<file path="src/slp_defs.svh">
// Purpose: Offsets, field positions, reset values and fixed readbacks of the link parameter bank
// Assumes: Included by the bank module only; the package does not include it
// Notes: Definitions only
`ifndef SLP_DEFS_SVH
`define SLP_DEFS_SVH

// ==========================================================
// Register offsets
`define SLP_OFF_FRAMES      8'h70
`define SLP_OFF_CONV        8'h71
`define SLP_OFF_RES_CTRL    8'h72
`define SLP_OFF_NPRIME      8'h73
`define SLP_OFF_SAMPLES     8'h74
`define SLP_OFF_DENSITY_AND_CONTROL_WORDS       8'h75
`define SLP_OFF_USER1       8'h76
`define SLP_OFF_USER2       8'h77
`define SLP_OFF_CHK0        8'h78
`define SLP_OFF_CHK1        8'h79

// ==========================================================
// Field positions
`define SLP_FRAMES_MSB      4
`define SLP_CONV_BIT        0
`define SLP_CS_MSB          7
`define SLP_CS_LSB          6
`define SLP_RES_MSB         4
`define SLP_HD_BIT          7
`define SLP_CHKDIS_BIT      7
`define SLP_LANES           2

// ==========================================================
// Reset values
`define SLP_RST_FRAMES      5'h00
`define SLP_RST_CONV        1'h0
`define SLP_RST_CS          2'h0
`define SLP_RST_USER        8'h00
`define SLP_RST_BYTE        8'h00

// ==========================================================
// Fixed readbacks
`define SLP_RO_RES          5'h0d
`define SLP_RO_NPRIME       5'h0f
`define SLP_RO_SAMPLES      5'h00
`define SLP_RO_HD           1'h0
`define SLP_RO_CF           5'h00

// ==========================================================
// Octets per frame for one and two converters on one lane
`define SLP_OCTETS_ONE      8'h02
`define SLP_OCTETS_TWO      8'h04

`endif

</file>
<file path="src/slp_pkg.sv">
// Purpose: Types shared by the link parameter bank and its users
// Assumes: Field widths are written as literals; slp_defs.svh is not included here
// Notes: Nothing is imported; users write slp_pkg::name
package slp_pkg;

  // ==========================================================
  // Register access request
  typedef struct packed {
    logic [7:0] addr;
    logic [7:0] wdata;
    logic wr;
    logic rd;
  } slp_req_t;

  // ==========================================================
  // Parameters handed to the serial link
  typedef struct packed {
    logic [4:0] frames;
    logic two_conv;
    logic [1:0] ctrl_bits;
    logic [4:0] res_m1;
    logic [4:0] nprime_m1;
    logic [4:0] samples_m1;
    logic hd;
    logic [4:0] cf;
    logic [7:0] octets;
  } slp_link_cfg_t;

  // ==========================================================
  // Link identity and lane parameters from neighbouring registers
  typedef struct packed {
    logic [7:0] dev_id;
    logic [3:0] bank_id;
    logic [4:0] lane0_id;
    logic [4:0] lane1_id;
    logic scramble;
    logic two_lanes;
    logic chk_disable;
  } slp_ident_t;

endpackage

</file>
<file path="src/slp_param_regs.sv">
// Purpose: Link framing parameter registers with automatic per-lane checksums
// Assumes: Register port is on SYS_CLK_IN; identity inputs come from same-clock registers
// Notes: Read data appears one cycle after the read strobe
`timescale 1ns/1ps
`include "slp_defs.svh"

// Contract
// - Frames per multiframe is five writable low bits; upper three reserved.
// - Converter bit 0 means one converter, 1 means both inputs used.
// - Two-bit control-bits field: none, overrange, over/underflow, unused code.
// - Resolution field is read-only and returns thirteen.
// - Total bits per sample is read-only and returns fifteen.
// - Samples per frame is read-only and returns zero.
// - High-density enable is read-only and always zero.
// - Control words per frame is read-only five bits, always zero.
// - Two user bytes are plain read/write storage with no side effect.
// - Lane 0 checksum reads the modulo-256 sum of lane 0 parameters.
// - Lane 1 checksum reads the modulo-256 sum of lane 1 parameters.
// - Octets per frame equals twice converters divided by lanes; the code gives 2 for one converter on two lanes, not 1.
// - Checksum disable bit suppresses the checksum parameter.
module slp_param_regs (
  input wire logic SYS_CLK_IN,
  input wire logic RST_IN,
  input wire slp_pkg::slp_req_t REQ_IN,
  input wire slp_pkg::slp_ident_t IDENT_IN,
  output logic [7:0] RDATA_OUT,
  output slp_pkg::slp_link_cfg_t CFG_OUT,
  output logic CHK_VALID_OUT
);

  // ==========================================================
  // Decode
  logic wr_frames;
  logic wr_conv;
  logic wr_res;
  logic wr_user1;
  logic wr_user2;
  assign wr_frames = REQ_IN.wr && (REQ_IN.addr == `SLP_OFF_FRAMES);
  assign wr_conv = REQ_IN.wr && (REQ_IN.addr == `SLP_OFF_CONV);
  assign wr_res = REQ_IN.wr && (REQ_IN.addr == `SLP_OFF_RES_CTRL);
  assign wr_user1 = REQ_IN.wr && (REQ_IN.addr == `SLP_OFF_USER1);
  assign wr_user2 = REQ_IN.wr && (REQ_IN.addr == `SLP_OFF_USER2);

  // ==========================================================
  // Writable fields
  logic [4:0] frames_q;
  logic conv_q;
  logic [1:0] cs_q;
  logic [7:0] user1_q;
  logic [7:0] user2_q;

  always_ff @(posedge SYS_CLK_IN or posedge RST_IN) begin
    if (RST_IN) begin
      frames_q <= `SLP_RST_FRAMES;
    end else if (wr_frames) begin
      frames_q <= REQ_IN.wdata[`SLP_FRAMES_MSB:0];
    end
  end

  always_ff @(posedge SYS_CLK_IN or posedge RST_IN) begin
    if (RST_IN) begin
      conv_q <= `SLP_RST_CONV;
    end else if (wr_conv) begin
      conv_q <= REQ_IN.wdata[`SLP_CONV_BIT];
    end
  end

  // Code 11 is stored as written; the link treats it as unused
  always_ff @(posedge SYS_CLK_IN or posedge RST_IN) begin
    if (RST_IN) begin
      cs_q <= `SLP_RST_CS;
    end else if (wr_res) begin
      cs_q <= REQ_IN.wdata[`SLP_CS_MSB:`SLP_CS_LSB];
    end
  end

  always_ff @(posedge SYS_CLK_IN or posedge RST_IN) begin
    if (RST_IN) begin
      user1_q <= `SLP_RST_USER;
      user2_q <= `SLP_RST_USER;
    end else begin
      if (wr_user1) begin
        user1_q <= REQ_IN.wdata;
      end
      if (wr_user2) begin
        user2_q <= REQ_IN.wdata;
      end
    end
  end

  // ==========================================================
  // Derived octets per frame
  logic [7:0] octets;
  always_comb begin
    if (conv_q && !IDENT_IN.two_lanes) begin
      octets = `SLP_OCTETS_TWO;
    end else begin
      octets = `SLP_OCTETS_ONE;
    end
  end

  // ==========================================================
  // Checksums: sum of the encoded lane parameters, modulo 256
  logic [7:0] common_sum;
  logic [7:0] sum0;
  logic [7:0] sum1;
  logic [7:0] chk0_q;
  logic [7:0] chk1_q;
  logic chk_valid_q;

  always_comb begin
    common_sum = IDENT_IN.dev_id
      + {4'h0, IDENT_IN.bank_id}
      + {7'h00, IDENT_IN.scramble}
      + {7'h00, IDENT_IN.two_lanes}
      + (octets - 8'h01)
      + {3'h0, frames_q}
      + {7'h00, conv_q}
      + {6'h00, cs_q}
      + {3'h0, `SLP_RO_RES}
      + {3'h0, `SLP_RO_SAMPLES}
      + {7'h00, `SLP_RO_HD}
      + {3'h0, `SLP_RO_NPRIME}
      + {3'h0, `SLP_RO_CF};
  end

  // One checksum per lane; the lanes differ only in their lane identity
  for (genvar ln = 0; ln < `SLP_LANES; ln++) begin : g_lane
    logic [4:0] lane_id;
    logic [7:0] lane_sum;
    logic [7:0] lane_chk_q;
    assign lane_id = (ln == 0) ? IDENT_IN.lane0_id : IDENT_IN.lane1_id;
    assign lane_sum = common_sum + {3'h0, lane_id};

    // Recomputed every cycle so any field change shows one cycle later
    always_ff @(posedge SYS_CLK_IN or posedge RST_IN) begin
      if (RST_IN) begin
        lane_chk_q <= `SLP_RST_BYTE;
      end else if (IDENT_IN.chk_disable) begin
        lane_chk_q <= `SLP_RST_BYTE;
      end else begin
        lane_chk_q <= lane_sum;
      end
    end
  end

  assign sum0 = g_lane[0].lane_sum;
  assign sum1 = g_lane[1].lane_sum;
  assign chk0_q = g_lane[0].lane_chk_q;
  assign chk1_q = g_lane[1].lane_chk_q;

  always_ff @(posedge SYS_CLK_IN or posedge RST_IN) begin
    if (RST_IN) begin
      chk_valid_q <= 1'b0;
    end else begin
      chk_valid_q <= !IDENT_IN.chk_disable;
    end
  end

  // ==========================================================
  // Read mux; reserved and open bits read zero
  logic [7:0] rd_mux;
  always_comb begin
    case (REQ_IN.addr)
      `SLP_OFF_FRAMES: rd_mux = {3'h0, frames_q};
      `SLP_OFF_CONV: rd_mux = {7'h00, conv_q};
      `SLP_OFF_RES_CTRL: rd_mux = {cs_q, 1'b0, `SLP_RO_RES};
      `SLP_OFF_NPRIME: rd_mux = {3'h0, `SLP_RO_NPRIME};
      `SLP_OFF_SAMPLES: rd_mux = {3'h0, `SLP_RO_SAMPLES};
      `SLP_OFF_DENSITY_AND_CONTROL_WORDS: rd_mux = {`SLP_RO_HD, 2'h0, `SLP_RO_CF};
      `SLP_OFF_USER1: rd_mux = user1_q;
      `SLP_OFF_USER2: rd_mux = user2_q;
      `SLP_OFF_CHK0: rd_mux = chk0_q;
      `SLP_OFF_CHK1: rd_mux = chk1_q;
      default: rd_mux = `SLP_RST_BYTE;
    endcase
  end

  always_ff @(posedge SYS_CLK_IN or posedge RST_IN) begin
    if (RST_IN) begin
      RDATA_OUT <= `SLP_RST_BYTE;
    end else if (REQ_IN.rd) begin
      RDATA_OUT <= rd_mux;
    end
  end

  // ==========================================================
  // Link configuration outputs
  // Changes reach CFG_OUT one cycle after the field register, with no commit step; software is expected to hold the link down meanwhile
  always_ff @(posedge SYS_CLK_IN or posedge RST_IN) begin
    if (RST_IN) begin
      CFG_OUT <= '0;
    end else begin
      CFG_OUT.frames <= frames_q;
      CFG_OUT.two_conv <= conv_q;
      CFG_OUT.ctrl_bits <= cs_q;
      CFG_OUT.res_m1 <= `SLP_RO_RES;
      CFG_OUT.nprime_m1 <= `SLP_RO_NPRIME;
      CFG_OUT.samples_m1 <= `SLP_RO_SAMPLES;
      CFG_OUT.hd <= `SLP_RO_HD;
      CFG_OUT.cf <= `SLP_RO_CF;
      CFG_OUT.octets <= octets;
    end
  end

  assign CHK_VALID_OUT = chk_valid_q;

  // ==========================================================
  // Assertions
  logic rd_any;
  assign rd_any = REQ_IN.rd;

  // Low through the release edge, so checks skip cycles that still show reset values
  logic live_q;
  always_ff @(posedge SYS_CLK_IN or posedge RST_IN) begin
    if (RST_IN) begin
      live_q <= 1'b0;
    end else begin
      live_q <= 1'b1;
    end
  end

  a_frames_write: assert property (@(posedge SYS_CLK_IN) disable iff (RST_IN)
    wr_frames |=> frames_q == $past(REQ_IN.wdata[`SLP_FRAMES_MSB:0]))
    else $error("frames field did not take written value");

  a_frames_reserved: assert property (@(posedge SYS_CLK_IN) disable iff (RST_IN)
    rd_any && REQ_IN.addr == `SLP_OFF_FRAMES |=> RDATA_OUT[7:5] == 3'h0)
    else $error("reserved frames bits read nonzero");

  a_conv_to_link: assert property (@(posedge SYS_CLK_IN) disable iff (RST_IN)
    wr_conv |=> ##1 CFG_OUT.two_conv == $past(REQ_IN.wdata[`SLP_CONV_BIT], 2))
    else $error("converter count not passed to link");

  a_cs_write: assert property (@(posedge SYS_CLK_IN) disable iff (RST_IN)
    wr_res |=> ##1 CFG_OUT.ctrl_bits == $past(REQ_IN.wdata[`SLP_CS_MSB:`SLP_CS_LSB], 2))
    else $error("control bits not passed to link");

  a_res_readback: assert property (@(posedge SYS_CLK_IN) disable iff (RST_IN)
    rd_any && REQ_IN.addr == `SLP_OFF_RES_CTRL |=> RDATA_OUT[5:0] == {1'b0, `SLP_RO_RES})
    else $error("resolution readback wrong");

  a_nprime_readback: assert property (@(posedge SYS_CLK_IN) disable iff (RST_IN)
    rd_any && REQ_IN.addr == `SLP_OFF_NPRIME |=> RDATA_OUT == {3'h0, `SLP_RO_NPRIME})
    else $error("total bits readback wrong");

  a_samples_readback: assert property (@(posedge SYS_CLK_IN) disable iff (RST_IN)
    rd_any && REQ_IN.addr == `SLP_OFF_SAMPLES |=> RDATA_OUT == {3'h0, `SLP_RO_SAMPLES})
    else $error("samples readback wrong");

  a_density_and_control_words_zero: assert property (@(posedge SYS_CLK_IN) disable iff (RST_IN)
    rd_any && REQ_IN.addr == `SLP_OFF_DENSITY_AND_CONTROL_WORDS |=> RDATA_OUT == {`SLP_RO_HD, 2'h0, `SLP_RO_CF})
    else $error("density or control words nonzero");

  a_user_store: assert property (@(posedge SYS_CLK_IN) disable iff (RST_IN)
    wr_user1 && !wr_user2 |=> user1_q == $past(REQ_IN.wdata) && $stable(user2_q))
    else $error("user byte storage wrong");

  a_chk0_sum: assert property (@(posedge SYS_CLK_IN) disable iff (RST_IN)
    live_q && !IDENT_IN.chk_disable |=> chk0_q == $past(sum0))
    else $error("lane 0 checksum stale");

  a_chk1_lane: assert property (@(posedge SYS_CLK_IN) disable iff (RST_IN)
    live_q && !IDENT_IN.chk_disable |=> chk1_q - chk0_q ==
      $past({3'h0, IDENT_IN.lane1_id}) - $past({3'h0, IDENT_IN.lane0_id}))
    else $error("lane 1 checksum inconsistent with lane 0");

  a_octets_rule: assert property (@(posedge SYS_CLK_IN) disable iff (RST_IN)
    live_q |=> CFG_OUT.octets == (($past(conv_q) && !$past(IDENT_IN.two_lanes)) ?
      `SLP_OCTETS_TWO : `SLP_OCTETS_ONE))
    else $error("octets per frame wrong");

  a_chk_disable: assert property (@(posedge SYS_CLK_IN) disable iff (RST_IN)
    IDENT_IN.chk_disable |=> !CHK_VALID_OUT && chk0_q == 8'h00 && chk1_q == 8'h00)
    else $error("checksum not suppressed");

  a_conv_readback: assert property (@(posedge SYS_CLK_IN) disable iff (RST_IN)
    rd_any && REQ_IN.addr == `SLP_OFF_CONV |=> RDATA_OUT == {7'h00, $past(conv_q)})
    else $error("converter bit readback wrong");

  a_cs_readback: assert property (@(posedge SYS_CLK_IN) disable iff (RST_IN)
    rd_any && REQ_IN.addr == `SLP_OFF_RES_CTRL |=> RDATA_OUT[7:6] == $past(cs_q))
    else $error("control bits readback wrong");

  a_user2_store: assert property (@(posedge SYS_CLK_IN) disable iff (RST_IN)
    wr_user2 |=> user2_q == $past(REQ_IN.wdata) && $stable(user1_q))
    else $error("second user byte storage wrong");

  a_rdata_hold: assert property (@(posedge SYS_CLK_IN) disable iff (RST_IN)
    !rd_any |=> $stable(RDATA_OUT))
    else $error("read data changed without a read");

  a_unmapped_zero: assert property (@(posedge SYS_CLK_IN) disable iff (RST_IN)
    rd_any && (REQ_IN.addr < `SLP_OFF_FRAMES || REQ_IN.addr > `SLP_OFF_CHK1) |=>
      RDATA_OUT == 8'h00)
    else $error("unmapped offset read nonzero");

  a_chk_valid_live: assert property (@(posedge SYS_CLK_IN) disable iff (RST_IN)
    live_q && !IDENT_IN.chk_disable |=> CHK_VALID_OUT)
    else $error("checksum valid low while enabled");

  a_ro_to_link: assert property (@(posedge SYS_CLK_IN) disable iff (RST_IN)
    live_q |=> CFG_OUT.res_m1 == `SLP_RO_RES && CFG_OUT.nprime_m1 == `SLP_RO_NPRIME &&
      CFG_OUT.samples_m1 == `SLP_RO_SAMPLES && CFG_OUT.hd == `SLP_RO_HD &&
      CFG_OUT.cf == `SLP_RO_CF)
    else $error("fixed link parameters wrong");

  c_two_conv_one_lane: cover property (@(posedge SYS_CLK_IN) disable iff (RST_IN)
    CFG_OUT.octets == `SLP_OCTETS_TWO);
  c_user_write: cover property (@(posedge SYS_CLK_IN) disable iff (RST_IN) wr_user2);
  c_chk_read: cover property (@(posedge SYS_CLK_IN) disable iff (RST_IN)
    rd_any && REQ_IN.addr == `SLP_OFF_CHK1 && CHK_VALID_OUT);
  c_chk_off: cover property (@(posedge SYS_CLK_IN) disable iff (RST_IN)
    IDENT_IN.chk_disable ##1 !IDENT_IN.chk_disable);
  c_cs_unused: cover property (@(posedge SYS_CLK_IN) disable iff (RST_IN)
    wr_res && REQ_IN.wdata[`SLP_CS_MSB:`SLP_CS_LSB] == 2'h3);

endmodule

</file>
<file path="config.mk">
export PLATFORM = sky130hd
export DESIGN_NAME = slp_param_regs
export DESIGN_NICKNAME = d
export VERILOG_FILES = /design/src/slp_pkg.sv /design/src/slp_param_regs.sv
export VERILOG_INCLUDE_DIRS = /design/src /design/src/src
export SDC_FILE = /design/constraint.sdc
export NUM_CORES = 1
export LEC_CHECK = 0
export BUFFER_PORTS_ARGS = -buffer_cell sky130_fd_sc_hd__buf_2
export CAP_MARGIN = 15
export CORE_MARGIN = 2
export CORE_UTILIZATION = 30
export DETAILED_ROUTE_END_ITERATION = 10
export GPL_TIMING_DRIVEN = 0
export PLACE_DENSITY = 0.59
export RECOVER_POWER = 100
export SETUP_SLACK_MARGIN = 0.2
export SLEW_MARGIN = 20
export SYNTH_ARGS = -nofsm -noshare
export SYNTH_HDL_FRONTEND = slang
export SYNTH_SLANG_ARGS = --single-unit
</file>
<file path="constraint.sdc">
create_clock -name SYS_CLK_IN -period 9.2 [get_ports SYS_CLK_IN]
set_input_delay 0 -clock SYS_CLK_IN [delete_from_list [all_inputs] [get_ports SYS_CLK_IN]]
set_output_delay 0 -clock SYS_CLK_IN [all_outputs]
set_load 0.03 [all_outputs]
</file>
==> impl_results.md, run 1 <==
- Critical path endpoint category: flip-flop
- Syn_area_per_cell: 10.5 um2
- Sink Count: 60
- Max Clock Freq: approximately 230 MHz
- Area share of the largest cell type after synthesis: 0.406
- Avg WL per Cell: 13.3 um
- Worst-margin pin slew: 2.58 ns
- Worst skew pair latency: between 0.3 and 0.4 ns
- FF+latch count, synth: 60
- Cells after Synth: 352
- Port Buffers: 66
- EDFF count, synth: 0
- Layout cells sized above 1: 0.232
- Vias in the first global route: about 2,700
- DIE AREA: about 13,000 um2
- Startpoint types: flip-flop
- I/O pins: 91
- Asr flop ratio synth: 1.00
- Final number of max-transition violations: 61
- Post-synth top area cell: dfrtp_1
- Slowest cell on crit path: fa_1
- DRC violations left: 0
- PwrDens: 194 nW/um2
- Synth cell types: 47
- H-tree level count: 3
- Cell-by-cell trace of the critical path: inv_1 > fa_1 > inv_1 > fa_1 > inv_1 > fa_1 > inv_1 > fa_1 > a21o_1 > a211oi_1 > nor2_1 > ha_1 > nand2_1 > o21ai_0 > nand3_1 > xnor2_1 > nor2_1
- Layout Area Growth over Synthesis: 24.6%
- Crit path required time: around 9.4 ns
- Worst min-delay path class: in -> reg
- IR drop worst, VDD: 94.7 uV
- Gr usage total: 0.129
- Hold Fails Final Rpt: 0
- Initial Util: 0.308
- Finish-stage setup viols: 0
- Setup TNS: 0 ns
- Final Skew: 0.00831 ns
- Total core area: 12,000 um2
- Clock Tree Buf Depth: 2
- First drt pass iteration count: 4
- Worst-path clk slew: 0.05 ns
- Routed Antenna Nets: 0
- Largest cells by area after synthesis: dfrtp_1 41%, ha_1 9.5%, mux2_2 7.3%, fa_1 5.4%, buf_4 5.3%
- Vias per cell: 4.52
- Layout fillers: between 1,000 and 1,500
- Antenna Cells: 0
- RD Place Congestion: 0.835
- Ys Warns: 0
- CTS tree: built
- TritonCTS buffer count: 9
- First-pass GRT wire length: roughly 13,000 um
- Tcrit/Tclk final: 0.475
- Final WL: just over 8000 um
- Crit path max fanout: 4
- Postcts setup bufs: 0
- Setup Crit Path Kind: reg -> reg
- Reg area: 1500 um2
- Hold slack: 0.00882 ns
- Total number of vias: 2,749
- Slowest cell delay on critical path: 0.51 ns
- Row count: 40
- Status: finished with violations
- Sequential fraction of the synthesis area: 0.406
- Predominant post-synthesis flop cell: dfrtp_1
- Max-cap violation count: 1
- Period minus WS final: 4.37 ns
- Crit path max-delay family: adder cells
- Nets@finish: 540
- Initial antenna violation count: 0
- DRT iter0 DRCs: 113
- Dpl hpwl: 6430 um
- Pleak: about 2.3 nW
- Worst slew margin: -0.732
- Area occupied by multi-input gates: roughly 1800 um2
- Largest net degree at the start of global routing: 61
- Buf/Inv on CP: 4
- RSZ-0062 raised after global routing: no
- Die span in y: 115 um
- Mapped Area: 3700 um2
- DIE WIDTH: 115 um
- Worst EP arrival: 4.55 ns
- Root Buffer: clkbuf_16
- Failing checks: max-capacitance violations, max-slew violations
- Gr ovfl total: 0
==> power by group <==
part / switching (W) / internal (W)
sequential: 0.0000112 / 0.000296
clock: 0.000105 / 0.000209
combinational: 0.000154 / 0.000117
total: 0.000270 / 0.000622
==> worst paths after layout <==
path                                  start          end  slack, ns  cells past startpoint
worst max-delay path            frames_q[1]    chk1_q[7]       4.83                     17
worst min-delay path            IDENT_IN[1]   CFG_OUT[1]      0.009                      2
worst max register to register  frames_q[1]    chk1_q[7]       4.83                     17
worst min register to register      cs_q[0]  CFG_OUT[29]       0.44                      0
max in group asynchronous            RST_IN   user2_q[4]       7.11                      3
min in group asynchronous            RST_IN      cs_q[1]       0.93                      3
==> state kept, by name (all words and copies together), names as in the netlist <==
signal	count
conv_q	1
RDATA_OUT	8
user1_q	8
frames_q	5
chk1_q	8
chk0_q	8
cs_q	2
user2_q	8
CFG_OUT	11
CHK_VALID_OUT	1
==> stage by stage <==
step / worst slack [ns] / power, W / instance area (um2) / utilization / cells
6_report: 4.83 / 0.000893 / 4610 / 0.384 / 608
5_1_grt: 4.55 / 0.000953 / 4610 / 0.384 / 608
4_1_cts: 4.82 / 0.000904 / 4670 / 0.389 / 608
3_5_place_dp: 4.84 / 0.000584 / 4290 / 0.357 / 584
3_3_place_gp: 4.86 / 0.000578 / 4290 / 0.357 / 584
2_1_floorplan: 5.25 / 0.000520 / 3770 / - / 371
==> kinds of logic after synthesis <==
kind of cell	share of synthesized area
xor gates and xnor gates	0.0284
buffers and inverters	0.110
DFF	0.406
muxes	0.114
AOI/OAI and AO/OA	0.0980
other	0.00203
and+or+nand+nor	0.0940
adders and majority gates	0.149
==> per-layer routing <==
metal / GRT usage / routed length (um) / vias up
met5: 0 / 0 / -
met2: 0.215 / 3820 / 89
met3: 0.0200 / 404 / 12
li1: - / - / 1358
met4: 0.0458 / 118 / 0
met1: 0.169 / 3740 / 1290
==> layout make-up <==
class,instances,area share
multi-input combinational,230,0.401
sequential,60,0.325
timing repair buffer,75,0.0838
clock buffer,14,0.0616
buffer,34,0.0491
tap,147,0.0399
inverter,47,0.0385
clock inverter,1,0.00108
==> cell usage in the layout, fill, tap and decap left out, types with 15 or more instances in the layout <==
master / Yosys / routed
buf_2: 4 / 40
buf_4: 26 / 26
clkbuf_1: 3 / 34
conb_1: 2 / 21
dfrtp_1: 60 / 60
ha_1: 28 / 28
inv_1: 47 / 46
mux2_2: 24 / 24
mux2i_1: 15 / 15
nor2_1: 21 / 21
==> synth_stat cells, types with 4 or more instances <==
cell type,count
a211oi_1,6
nand3_1,4
nor2_1,21
a21o_1,4
ha_1,28
mux2_2,24
dfrtp_1,60
xor2_1,5
a21oi_1,14
mux2i_1,15
o22ai_1,10
buf_2,4
buf_4,26
nor3_1,5
xnor2_1,7
fa_1,10
nand2_1,7
inv_1,47
o21ai_0,10
nor2b_1,8
==> what timing repair did <==
action                                  CTS  global route
hold buffers                              9             0
endpoints found under the setup margin    0             0
endpoints found under the hold margin    84             0
resized for setup                         0             0
Power figures use the tool's default switching activity.
==> inputs of run 2 (changes only) <==
PLACE_DENSITY = 0.61   (was 0.59)
clock period = 3.96 ns   (was 9.2 ns; I/O delays follow)
==> run 2 against run 1 <==
The run ends with max-capacitance violations, max-slew violations, negative setup slack left; sequential power grew 130%; cell count rose by 2.1%; total power rose to 2.6 times the previous value; die area did not move; critical endpoint is now chk0_q[7]; highest routed layer unchanged.
==> impl_results.md, run 2 (same netlist as run 1, synthesis figures left out) <==
- Critical path endpoint category: flip-flop
- Sequential share of power: 0.303 (-0.042)
- Nets@finish: 552 (+2.2%)
- I/O pins: 91 (unchanged)
- Worst EP arrival: 4.20 ns (-0.35 ns)
- Initial antenna violation count: 0 (unchanged)
- Worst Setup SP: frames_q[1]
- Worst skew pair latency: 0.33 ns (about the same)
- Placed Instances: 584 (unchanged)
- Setup Crit Path Kind: reg -> reg
- Initial Util: 0.308 (unchanged)
- Final number of max-transition violations: 61 (unchanged)
- Startpoint types: flip-flop
- IR drop worst, VDD: 201 uV (+110%)
- Row count: 40 (unchanged)
- Routed Antenna Nets: 0 (unchanged)
- Crit path max fanout: 3 (-1)
- Avg WL per Cell: 13.7 um (+2.9%)
- DIE AREA: 13,200 um2 (unchanged)
- Largest net degree at the start of global routing: 61 (unchanged)
- Tcrit/Tclk final: 1.01 (+0.537)
- Commonest non-fill, non-tap cell in the layout: dfrtp_1
- Status: finished with violations
- RR Startpoint: frames_q[1]
- First-pass GRT wire length: 13,400 um (+0.73%)
- RD Place Congestion: 0.839 (+0.53%)
- Vias per cell: 4.51 (-0.21%)
- Max reg flops: 11 (unchanged)
- Gr ovfl total: 0 (unchanged)
- Layout fillers: 1,199 (-4.2%)
- Hold Fails Final Rpt: 0 (unchanged)
- Die span in y: 115 um (unchanged)
- Port Buffers: 66 (unchanged)
- Antenna Cells: 0 (unchanged)
- Pleak: 2.42 nW (+4.0%)
- Worst slew margin: -0.720 (+0.0118)
- H-tree level count: 3 (unchanged)
- Worst min-delay path class: in -> reg
- Total core area: 12,000 um2 (unchanged)
- Internal power: 0.00161 W (+160%)
- Commonest cells after routing, fill and taps aside: 60 x dfrtp_1, 41 x inv_1, 41 x buf_2, 37 x buf_4, 33 x clkbuf_1
- Logic pwr share: 0.365 (+0.062)
- Root Buffer: clkbuf_16
- Switching Share: 0.317 (+0.0137)
- Worst-margin pin slew: 2.57 ns (-0.0176 ns)
- Power share of the clock group: 0.332 (-0.020)
- Most flops, register: CFG_OUT
- DIE WIDTH: 115 um (unchanged)
- CTS tree: built
- Worst-path clk slew: 0.05 ns (about the same)
- RSZ-0062 raised after global routing: yes
- Period minus WS final: 4.01 ns (-0.362 ns)
- Sink Count: 60 (unchanged)
- DRT iter0 DRCs: 77 (-32%)
- Hold_sp: IDENT_IN[1]
- PwrDens: 481 nW/um2 (+150%)
- Dpl hpwl: 6460 um (+0.42%)
- Sw Pwr: 0.000747 W (+180%)
- Fin cells: 621 (+2.1%)
- TritonCTS buffer count: 9 (unchanged)
- Gr usage total: 0.132 (+0.00317)
- Layout Area Growth over Synthesis: 32.5%
- First drt pass iteration count: 5 (+1)
- Max-cap violation count: 1 (unchanged)
- Final Skew: 0.00839 ns (+0.0000789 ns)
- Failing checks: max-capacitance violations, max-slew violations, negative setup slack
- Total power: 0.00236 W (+160%)
- Setup WS post-layout: -0.0482 ns (-4.88 ns)
- Max Clock Freq: 249 MHz (+9.0%)
- Crit path required time: 4.15 ns (-5.23 ns)
- Total number of vias: 2,802 (+1.9%)
- Finish-stage setup viols: 4 (+4)
- Vias in the first global route: 2,731 (-0.55%)
- Final WL: 8490 um (+5.1%)
- Clock Tree Buf Depth: 2 (unchanged)
- DRC violations left: 0 (unchanged)
- Final core occ: 0.409 (+0.0245)
- Layout cells sized above 1: 0.333 (+0.101)
[run 2: path summary, 6_finish.rpt]
| kind | endpoint | slack [ns] | cells past startpoint |
|---|---|---|---|
| worst min register to register | CFG_OUT[32] | 0.45 | 0 |
| worst max register to register | chk0_q[7] | -0.05 | 17 |
| worst max-delay path | chk0_q[7] | -0.05 | 17 |
| min in group asynchronous | CFG_OUT[29] | 0.92 | 3 |
| worst min-delay path | CFG_OUT[1] | 0.02 | 2 |
| max in group asynchronous | chk1_q[1] | 1.87 | 3 |
[run 2: layer usage]
| metal | track usage | vias up | part of all wire | wire length (um) |
|---|---|---|---|---|
| met2 | 0.212 | 86 | 0.47 | 4000 |
| met1 | 0.171 | 1319 | 0.46 | 3870 |
| li1 | - | 1381 | - | - |
| met5 | 0 | - | 0 | 0 |
| met4 | 0.0482 | 0 | 0.024 | 200 |
| met3 | 0.0348 | 16 | 0.051 | 430 |
[run 2: cell type report]
| cell class | instances | area, um2 | area share |
|---|---|---|---|
| sequential | 60 | 1500 | 0.306 |
| clock inverter | 4 | 47.5 | 0.00969 |
| multi-input combinational | 230 | 2030 | 0.414 |
| tap | 147 | 184 | 0.0375 |
| clock buffer | 12 | 256 | 0.0523 |
| inverter | 47 | 178 | 0.0362 |
| buffer | 34 | 226 | 0.0461 |
| timing repair buffer | 87 | 482 | 0.0982 |
[run 2: per-stage QoR]
step	hold slack, ns	instance area (um2)	setup slack (ns)	TNS [ns]
2_1_floorplan	0.150	3790	0.212	0
3_3_place_gp	0.258	4300	-0.151	-0.643
3_5_place_dp	0.179	4310	-0.199	-0.956
4_1_cts	0.0240	4800	-0.0389	-0.0789
5_1_grt	0.0511	4910	-0.234	-1.38
6_report	0.0166	4910	-0.0482	-0.124
[run 2: critical path, stage by stage (launching register included)]
cell and delay (ns):
dfrtp_1 0.36, inv_2 0.05, fa_1 0.49, inv_2 0.06, fa_1 0.50, inv_1 0.05, fa_1 0.50, inv_2 0.05
fa_2 0.38, a21o_1 0.20, a211oi_4 0.30, nor2_4 0.08, ha_4 0.29, nand2_2 0.05, o21ai_2 0.15, nand3_1 0.11
xnor2_1 0.18, nor2_1 0.05
[run 2: what timing repair did]
action,CTS,global route
hold endpoints to repair,84,0
setup endpoints to repair,10,11
pin swaps,20,15
resized for setup,14,20
setup buffers,7,5
hold buffers,9,0
[run 2: power groups by stage]
stage,combinational [W],sequential (W),clock [W]
after CTS,0.000740,0.000715,0.000795
final,0.000863,0.000715,0.000783
after global routing,0.000954,0.000723,0.000825
after floorplan,0.000500,0.000728,0
after detailed placement,0.000653,0.000726,0
after global placement,0.000637,0.000724,0
